## config.mk

```make
export PLATFORM = sky130hd
export DESIGN_NAME = serial_adc_conversion_ctrl
export DESIGN_NICKNAME = d
export VERILOG_FILES = /design/src/design/adc_ctrl_pkg.sv /design/src/design/sample_quantiser.sv /design/src/design/serial_adc_conversion_ctrl.sv
export SDC_FILE = /design/constraint.sdc
export NUM_CORES = 1
export LEC_CHECK = 0
export ABC_AREA = 1
export BUFFER_PORTS_ARGS = -buffer_cell sky130_fd_sc_hd__buf_2
export CORE_ASPECT_RATIO = 0.9
export CORE_MARGIN = 8
export CORE_UTILIZATION = 55
export DETAILED_ROUTE_END_ITERATION = 12
export PLACE_DENSITY_LB_ADDON = 0.1
export SYNTH_ARGS = -nofsm -noshare
export SYNTH_HDL_FRONTEND = slang
export SYNTH_SLANG_ARGS = --single-unit
```

## constraint.sdc

```tcl
create_clock -name REF_CLK -period 4.5 [get_ports REF_CLK]
set_input_delay 0.9 -clock REF_CLK [delete_from_list [all_inputs] [get_ports REF_CLK]]
set_output_delay 0.9 -clock REF_CLK [all_outputs]
set_load 0.01 [all_outputs]
```

## src/design/adc_ctrl_pkg.sv

```systemverilog
// Constants, states and carriers shared by the converter control block
package adc_ctrl_pkg;

    // ************************************
    // Sizes and counts
    // ************************************
    localparam int RESULT_WIDTH_DEF = 14;
    localparam int SAMPLE_WIDTH_DEF = 16;
    localparam logic [4:0] ACQ_START_EDGE = 5'h10;
    localparam logic [2:0] NAP_PULSES = 3'h2;
    localparam logic [2:0] SLEEP_PULSES = 3'h4;

    // ************************************
    // Types
    // ************************************
    typedef enum logic [2:0]
    {
        ST_IDLE = 3'h0,
        ST_CONVERT = 3'h1,
        ST_ACQUIRE = 3'h3,
        ST_NAP = 3'h2,
        ST_SLEEP = 3'h6
    } convert_strobe_state_type;

    typedef struct packed
    {
        logic acquiring;
        logic napping;
        logic sleeping;
        logic late_start;
    } status_type;

endpackage

```

## src/design/sample_quantiser.sv

```systemverilog
// Saturating two's complement quantiser for the held differential sample
`timescale 1ns/1ns
module sample_quantiser #(
    parameter int SAMPLE_WIDTH = 16,
    parameter int RESULT_WIDTH = 14
) (
    // Clock and reset
    input wire logic clk,
    input wire logic rst,
    // Held sample
    input wire logic signed [SAMPLE_WIDTH-1:0] pos,
    input wire logic signed [SAMPLE_WIDTH-1:0] neg,
    // Result word
    output logic [RESULT_WIDTH-1:0] result
);
    import adc_ctrl_pkg::*;

    localparam logic signed [SAMPLE_WIDTH:0] MAX_CODE =
        {{(SAMPLE_WIDTH+2-RESULT_WIDTH){1'h0}}, {(RESULT_WIDTH-1){1'h1}}};
    localparam logic signed [SAMPLE_WIDTH:0] MIN_CODE =
        {{(SAMPLE_WIDTH+2-RESULT_WIDTH){1'h1}}, {(RESULT_WIDTH-1){1'h0}}};

    logic signed [SAMPLE_WIDTH:0] diff;
    logic [RESULT_WIDTH-1:0] next_result;

    // ************************************
    // Difference, clamp and register
    // ************************************
    always_comb
    begin
        diff = {pos[SAMPLE_WIDTH-1], pos} - {neg[SAMPLE_WIDTH-1], neg};
        if (diff > MAX_CODE)
            next_result = MAX_CODE[RESULT_WIDTH-1:0];
        else if (diff < MIN_CODE)
            next_result = MIN_CODE[RESULT_WIDTH-1:0];
        else
            next_result = diff[RESULT_WIDTH-1:0];
    end

    // Result register
    always_ff @(posedge clk)
    begin
        if (rst)
            result <= '0;
        else
            result <= next_result;
    end

    a_clamp_high: assert property (@(posedge clk) disable iff (rst)
        diff > MAX_CODE |=> result == {1'h0, {(RESULT_WIDTH-1){1'h1}}})
        else $error("Over-range not clamped to zero then ones");
    a_clamp_low: assert property (@(posedge clk) disable iff (rst)
        diff < MIN_CODE |=> result == {1'h1, {(RESULT_WIDTH-1){1'h0}}})
        else $error("Under-range not clamped to one then zeros");
    a_twos_complement: assert property (@(posedge clk) disable iff (rst)
        (diff <= MAX_CODE && diff >= MIN_CODE)
        |=> $signed(result) == $past(diff))
        else $error("In-range result is not the two's complement difference");

endmodule

```

## src/design/serial_adc_conversion_ctrl.sv

```systemverilog
// Convert strobe, serial clock sequencing, shutdown and serial result output
`timescale 1ns/1ns
module serial_adc_conversion_ctrl #(
    parameter int RESULT_WIDTH = adc_ctrl_pkg::RESULT_WIDTH_DEF,
    parameter int SAMPLE_WIDTH = adc_ctrl_pkg::SAMPLE_WIDTH_DEF
) (
    // Clock and reset
    input wire logic REF_CLK,
    input wire logic RST,
    // Host pins
    input wire logic SERIAL_CLOCK,
    input wire logic CONVERT_STROBE,
    // Digitised analog inputs
    input wire logic signed [SAMPLE_WIDTH-1:0] POSITIVE_ANALOG_INPUT,
    input wire logic signed [SAMPLE_WIDTH-1:0] NEGATIVE_ANALOG_INPUT,
    // Three-state serial result
    output logic SERIAL_RESULT_OUT,
    output logic SERIAL_RESULT_OE_N,
    // State report
    output adc_ctrl_pkg::status_type STATUS
);
    import adc_ctrl_pkg::*;

    localparam int CW = $clog2(RESULT_WIDTH + 1);
    localparam logic [CW-1:0] WORD_BITS = CW'(RESULT_WIDTH);

    // ************************************
    // Pin synchronisers
    // ************************************
    logic [1:0] sck_sync;
    logic [1:0] convert_strobe_sync;
    logic sck_prev;
    logic convert_strobe_prev;
    logic signed [SAMPLE_WIDTH-1:0] ain_p_sync [2];
    logic signed [SAMPLE_WIDTH-1:0] ain_n_sync [2];
    logic sck_rise;
    logic sck_edge;
    logic convert_strobe_rise;

    // Two flops per pin, then an edge history flop on the clock and strobe pins only
    always_ff @(posedge REF_CLK)
    begin
        if (RST)
        begin
            sck_sync <= 2'h0;
            convert_strobe_sync <= 2'h0;
            sck_prev <= 1'h0;
            convert_strobe_prev <= 1'h0;
            ain_p_sync[0] <= '0;
            ain_p_sync[1] <= '0;
            ain_n_sync[0] <= '0;
            ain_n_sync[1] <= '0;
        end
        else
        begin
            sck_sync <= {sck_sync[0], SERIAL_CLOCK};
            convert_strobe_sync <= {convert_strobe_sync[0], CONVERT_STROBE};
            sck_prev <= sck_sync[1];
            convert_strobe_prev <= convert_strobe_sync[1];
            ain_p_sync[0] <= POSITIVE_ANALOG_INPUT;
            ain_p_sync[1] <= ain_p_sync[0];
            ain_n_sync[0] <= NEGATIVE_ANALOG_INPUT;
            ain_n_sync[1] <= ain_n_sync[0];
        end
    end

    // Edge detection on the second stage only
    assign sck_rise = sck_sync[1] & ~sck_prev;
    assign sck_edge = sck_sync[1] ^ sck_prev;
    assign convert_strobe_rise = convert_strobe_sync[1] & ~convert_strobe_prev;

    // ************************************
    // Sample hold and quantiser
    // ************************************
    logic signed [SAMPLE_WIDTH-1:0] hold_p;
    logic signed [SAMPLE_WIDTH-1:0] hold_n;
    logic [RESULT_WIDTH-1:0] quant_result;

    sample_quantiser #(
        .SAMPLE_WIDTH(SAMPLE_WIDTH),
        .RESULT_WIDTH(RESULT_WIDTH)
    ) quantiser (
        .clk(REF_CLK),
        .rst(RST),
        .pos(hold_p),
        .neg(hold_n),
        .result(quant_result)
    );

    // ************************************
    // Conversion sequencer and shifter
    // ************************************
    convert_strobe_state_type state;
    convert_strobe_state_type next_state;
    logic [4:0] sck_count;
    logic [4:0] next_sck_count;
    logic [2:0] pulses;
    logic [2:0] next_pulses;
    logic [RESULT_WIDTH-1:0] shift;
    logic [RESULT_WIDTH-1:0] next_shift;
    logic [CW-1:0] bits_left;
    logic [CW-1:0] next_bits_left;
    logic drive;
    logic next_drive;
    logic late;
    logic next_late;
    logic signed [SAMPLE_WIDTH-1:0] next_hold_p;
    logic signed [SAMPLE_WIDTH-1:0] next_hold_n;
    logic start_convert_strobe;
    status_type next_status;

    // Next values for the whole sequence
    always_comb
    begin
        next_state = state;
        next_sck_count = sck_count;
        next_pulses = pulses;
        next_shift = shift;
        next_bits_left = bits_left;
        next_drive = drive;
        next_late = late;
        next_hold_p = hold_p;
        next_hold_n = hold_n;
        start_convert_strobe = 1'h0;
        if (convert_strobe_rise)
        begin
            // Strobe pulses counted while the clock stands still
            if (sck_edge)
                next_pulses = 3'h1;
            else if (pulses < SLEEP_PULSES)
                next_pulses = pulses + 3'h1;
            if (next_pulses >= SLEEP_PULSES)
            begin
                next_state = ST_SLEEP;
                next_drive = 1'h0;
                next_late = 1'h0;
            end
            else if (next_pulses >= NAP_PULSES)
            begin
                next_state = ST_NAP;
                next_drive = 1'h0;
                next_late = 1'h0;
            end
            else
            begin
                start_convert_strobe = 1'h1;
                next_state = ST_CONVERT;
                next_hold_p = ain_p_sync[1];
                next_hold_n = ain_n_sync[1];
                next_sck_count = 5'h00;
                next_shift = quant_result;
                next_bits_left = WORD_BITS;
                next_late = sck_rise;
                next_drive = ~sck_rise;
            end
        end
        else if (sck_rise)
        begin
            next_pulses = 3'h0;
            case (state)
                ST_NAP, ST_SLEEP:
                    next_state = ST_IDLE;
                ST_CONVERT:
                begin
                    next_sck_count = sck_count + 5'h01;
                    if (next_sck_count == ACQ_START_EDGE)
                        next_state = ST_ACQUIRE;
                end
                default:
                    next_state = state;
            endcase
            if (late)
            begin
                next_late = 1'h0;
                next_drive = 1'h1;
            end
            else if (drive)
            begin
                next_shift = {shift[RESULT_WIDTH-2:0], 1'h0};
                next_bits_left = bits_left - {{(CW-1){1'h0}}, 1'h1};
                if (bits_left == {{(CW-1){1'h0}}, 1'h1})
                    next_drive = 1'h0;
            end
        end
        else if (sck_edge)
        begin
            next_pulses = 3'h0;
        end
        next_status.acquiring = (next_state == ST_ACQUIRE);
        next_status.napping = (next_state == ST_NAP);
        next_status.sleeping = (next_state == ST_SLEEP);
        next_status.late_start = next_late;
    end

    // Sequence registers and output flops
    always_ff @(posedge REF_CLK)
    begin
        if (RST)
        begin
            state <= ST_IDLE;
            sck_count <= 5'h00;
            pulses <= 3'h0;
            shift <= '0;
            bits_left <= '0;
            drive <= 1'h0;
            late <= 1'h0;
            hold_p <= '0;
            hold_n <= '0;
            SERIAL_RESULT_OUT <= 1'h0;
            SERIAL_RESULT_OE_N <= 1'h1;
            STATUS <= '0;
        end
        else
        begin
            state <= next_state;
            sck_count <= next_sck_count;
            pulses <= next_pulses;
            shift <= next_shift;
            bits_left <= next_bits_left;
            drive <= next_drive;
            late <= next_late;
            hold_p <= next_hold_p;
            hold_n <= next_hold_n;
            SERIAL_RESULT_OUT <= next_drive & next_shift[RESULT_WIDTH-1];
            SERIAL_RESULT_OE_N <= ~next_drive;
            STATUS <= next_status;
        end
    end

    // ************************************
    // Checks
    // ************************************
    a_strobe_holds_input: assert property (@(posedge REF_CLK) disable iff (RST)
        start_convert_strobe |=> hold_p == $past(ain_p_sync[1]) && state == ST_CONVERT)
        else $error("Strobe did not capture the input");
    a_clock_steps_count: assert property (@(posedge REF_CLK) disable iff (RST)
        state == ST_CONVERT && sck_rise && !convert_strobe_rise
        |=> sck_count == $past(sck_count) + 5'h01)
        else $error("Clock rise did not step the conversion");
    a_late_strobe_delay: assert property (@(posedge REF_CLK) disable iff (RST)
        start_convert_strobe && sck_rise |=> SERIAL_RESULT_OE_N && STATUS.late_start)
        else $error("Late strobe did not delay the data");
    a_prompt_msb_out: assert property (@(posedge REF_CLK) disable iff (RST)
        start_convert_strobe && !sck_rise
        |=> !SERIAL_RESULT_OE_N && SERIAL_RESULT_OUT == $past(quant_result[RESULT_WIDTH-1]))
        else $error("Previous result MSB not presented after strobe");
    a_acquire_at_edge: assert property (@(posedge REF_CLK) disable iff (RST)
        state == ST_CONVERT && sck_rise && !convert_strobe_rise && sck_count == ACQ_START_EDGE - 5'h01
        |=> state == ST_ACQUIRE && STATUS.acquiring)
        else $error("Acquisition did not start at the set clock edge");
    a_nap_entry: assert property (@(posedge REF_CLK) disable iff (RST)
        convert_strobe_rise && !sck_edge && pulses == NAP_PULSES - 3'h1
        |=> STATUS.napping && SERIAL_RESULT_OE_N)
        else $error("Two static-clock strobes did not enter nap");
    a_sleep_entry: assert property (@(posedge REF_CLK) disable iff (RST)
        convert_strobe_rise && !sck_edge && pulses == SLEEP_PULSES - 3'h1 |=> STATUS.sleeping)
        else $error("Four static-clock strobes did not enter sleep");
    a_clock_wakes: assert property (@(posedge REF_CLK) disable iff (RST)
        (state == ST_SLEEP || state == ST_NAP) && sck_rise && !convert_strobe_rise
        |=> state == ST_IDLE && !STATUS.sleeping && !STATUS.napping)
        else $error("Clock pulse did not wake the device");
    a_window_closes: assert property (@(posedge REF_CLK) disable iff (RST)
        drive && !late && bits_left == {{(CW-1){1'h0}}, 1'h1} && sck_rise && !convert_strobe_rise
        |=> SERIAL_RESULT_OE_N)
        else $error("Output still driven after the last result bit");

endmodule

```

==> summary.txt <==
Status
  – Status: finished, final reports clean

Place
  – RD Place Congestion: about 0.84
  – Dpl hpwl: a little under 8000 um
  – Port Buffers: between 40 and 50

Route
  – Drt first-iter violations: between 200 and 300
  – Via count: 4554
  – Antenna-violating nets left: 0
  – Overall routed net length: approximately 11000 um
  – Post-DR vias/cell: 4.74
  – Drt wl/cell: 11.6 um
  – DR pass1 iterations: 5
  – # DRC: 0

Timing
  – Final hold violations: 0
  – Fin crit share: between 60% and 70%
  – Fin. max-slew vios: 0
  – Minimum clock period: ~2.8 ns
  – Fin Hold WS: around 0.4 ns
  – Setup TNS: 0 ns
  – Clk_skew: roughly 0.0092 ns
  – RSZ-0062 raised after global routing: false
  – # setup viols final: 0
  – Worst-Margin Slew: between 0.9 and 1 ns
  – Slew headroom: 34.8%
  – Max Freq: between 0.3 and 0.4 GHz

Power and ir drop
  – Leak: ~0.0033 uW
  – Logic pwr share: a little over an eighth
  – Internal Power: around 2600 uW
  – Power Density: roughly 500 nW/um^2
  – Peak VDD IR: a little under 0.3 mV
  – Seq pwr share: 43.3%
  – NetSw: approximately 850 uW
  – Sw Ratio: between 20% and 30%
  – Power Total: around 3400 uW
  – Clock share of power: a little over two fifths

Final layout
  – Ant. Diodes: 0
  – Area Growth Syn to Fin: 14.4%
  – Final layout net count: between 800 and 900
  – FILL cells: ~900
  – Fraction of layout cells with a size suffix above 1: between 10% and 20%

Global route
  – Initial antenna violation count: 0
  – Largest net degree at the start of global routing: 101
  – Grt ovf: 0
  – Tot GR Track Use: roughly 17%
  – First-pass GRT wire length: between 20000 and 25000 um
  – Number of global-route vias before repair: 4588

Setup path
  – Crit end category: flop
  – Worst path arrival time: 3.14 ns
  – Worst Path Required: 4.83 ns
  – R2r worst-path depth: 10
  – Critical path class: flop to flop
  – Worst R2R End: STATUS[1]
  – Crit start category: flop
  – Crit-path max FO: 52
  – Crit Reg-Reg Startpoint: sck_prev
  – Reg2Reg Setup Slack: ~1.7 ns

Logic synthesis
  – Post-synth top area share: approximately half
  – Synth Register Bits: around 150
  – Syn Nets: ~840
  – Top_reg_cell synth: dfxtp_1
  – Largest cells by area after synthesis: dfxtp_1 50%, inv_1 8.7%, nor2_1 7.7%
  – Top cells by count, synth: 152 x dfxtp_1, 140 x inv_1, 124 x nor2_1
  – EDFF count, synth: 0
  – Yosys cell types: 37
  – Cell count after synthesis: between 700 and 800
  – Seq/Total Area, Yosys: around 50%
  – Biggest area consumer among synthesized cells: dfxtp_1
  – Async set or reset register ratio after synthesis: 0%
  – Yosys Warn Count: 0
  – Most frequent cell after synthesis: dfxtp_1
  – Cell Area, Synth: ~6100 um^2
  – Post-synthesis area per instance: between 7 and 8 um^2

Clock network
  – Total clock buffers created by CTS: 17
  – Reg clk slew, reported paths: about 0.06 ns
  – Post-cts hold buffer count: 0
  – Htree depth: 4
  – Worst skew pair latency: around 0.41 ns
  – Clock Tree Buf Depth: 2
  – Post-cts sizing count: 0
  – Post-CTS Setup Bufs: 0
  – Root Driver: clkbuf_16
  – CTS tree: yes
  – CTS sink cnt: between 150 and 200

Floorplanning
  – Ports: 42
  – Die area: roughly 15000 um^2
  – Initial Util: around 56%
  – Die Ht: between 100 and 150 um
  – Core Area: between 10000 and 15000 um^2
  – Die span in x: approximately 130 um
  – Rows: 36

Hold path
  – Hold Path Class: flop to flop
  – Min-Delay Startpoint: ain_n_sync[0][10]
  – Worst hold endpoint: ain_n_sync[1][10]
  – Worst Hold Depth: 2

Job
  – Max-capacitance violation count: 0
## flip-flops by register name, indices dropped and copies added, names as in the netlist, 2 cells and up
signal	cells
hold_n	16
sck_count	5
pulses	3
quantiser.result	14
shift	14
ain_n_sync	32
ain_p_sync	32
state	3
hold_p	16
bits_left	4
convert_strobe_sync	2
sck_sync	2
STATUS	3
## power by group through the flow
stage | clock network, uW | logic, uW | registers [uW]
after floorplan | 0 | 381 | 1510
after global placement | 0 | 453 | 1520
after detailed placement | 0 | 462 | 1520
after CTS | 1510 | 464 | 1490
after global routing | 1580 | 540 | 1500
final | 1480 | 463 | 1490
## final cells by class
type                    instances  area [um^2]  area share (%)
clock buffers                  22          464            6.69
clock inverters                10          168            2.42
inverters                     146          548            7.90
multi-input cells             454         2320            33.4
flip-flops and latches        152         3040            43.9
well taps                     133          166            2.40
repair buffers                 44          228            3.28
## metrics by stage
step                instance area, um^2  setup slack (ns)  utilization [%]  instances
floorplan                          6060              2.59                -        783
detailed placement                 6300              1.73             58.6        929
global placement                   6300              1.89             58.6        929
CTS                                6940              1.67             64.4        961
finish                             6940              1.69             64.4        961
global route                       6940              1.35             64.4        961
## cells in the final DEF, fill, tap and decap left out, types with 2 or more instances in the layout
cell / netlist / final
ha_1: 21 / 21
inv_2: 6 / 6
o21ai_1: 3 / 3
nand3_1: 21 / 21
nor2_1: 124 / 124
clkinv_4: 0 / 3
nand2_2: 12 / 12
o21ai_0: 41 / 41
nor3_1: 9 / 9
or2_2: 2 / 2
clkbuf_1: 19 / 3
xnor2_1: 6 / 6
a21oi_1: 41 / 41
inv_1: 140 / 140
bufinv_16: 0 / 4
buf_4: 4 / 3
nand4_1: 2 / 2
buf_2: 4 / 41
dfxtp_1: 152 / 152
clkbuf_8: 0 / 2
xor2_1: 8 / 8
o211a_1: 2 / 2
a31oi_1: 16 / 16
clkbuf_16: 0 / 17
a211oi_1: 3 / 3
nand3_2: 8 / 8
nand2_1: 123 / 123
## worst max-delay path, cell delays in order, from the launching register on
cell and delay, ns:
dfxtp_1 0.32, inv_1 0.04, ha_1 0.34, inv_1 0.08, nor2_1 0.12, o21ai_1 0.11
nand2_2 0.60, inv_2 0.47, a21oi_1 0.34, nand3_1 0.15, nor3_1 0.16
## routing by layer
metal	GRT usage [%]	wire (um)	up-vias
met4	6.57	105	0
met2	27.8	5040	93
met5	0	0	-
met1	20.6	5530	1992
li1	-	-	2461
met3	5.11	436	8
## logic make-up (layout without fill, tap and decap cells)
kind of cell | count (synthesis) | in the layout | share of synthesized area, %
AO/OA/AOI/OAI | 112 | 112 | 10.2
XOR/XNOR | 14 | 14 | 2.02
adder cells (fa/ha/maj) | 22 | 22 | 4.67
buffers and inverters | 177 | 222 | 11.5
flip-flops | 152 | 152 | 50.2
AND/OR/NAND/NOR | 306 | 306 | 21.4
## how the worst max path moves through the flow
stage / from / endpoint / slack (ns) / cells after the start
after global routing: sck_prev / STATUS[1] / 1.35 / 10
after floorplan: hold_p[0] / quantiser.result[10] / 2.59 / 13
after detailed placement: sck_prev / STATUS[1] / 1.73 / 10
final: sck_prev / STATUS[1] / 1.69 / 10
after CTS: sck_prev / STATUS[1] / 1.67 / 10
after global placement: sck_prev / STATUS[2] / 1.89 / 10
(Power assumes the default switching activity.)
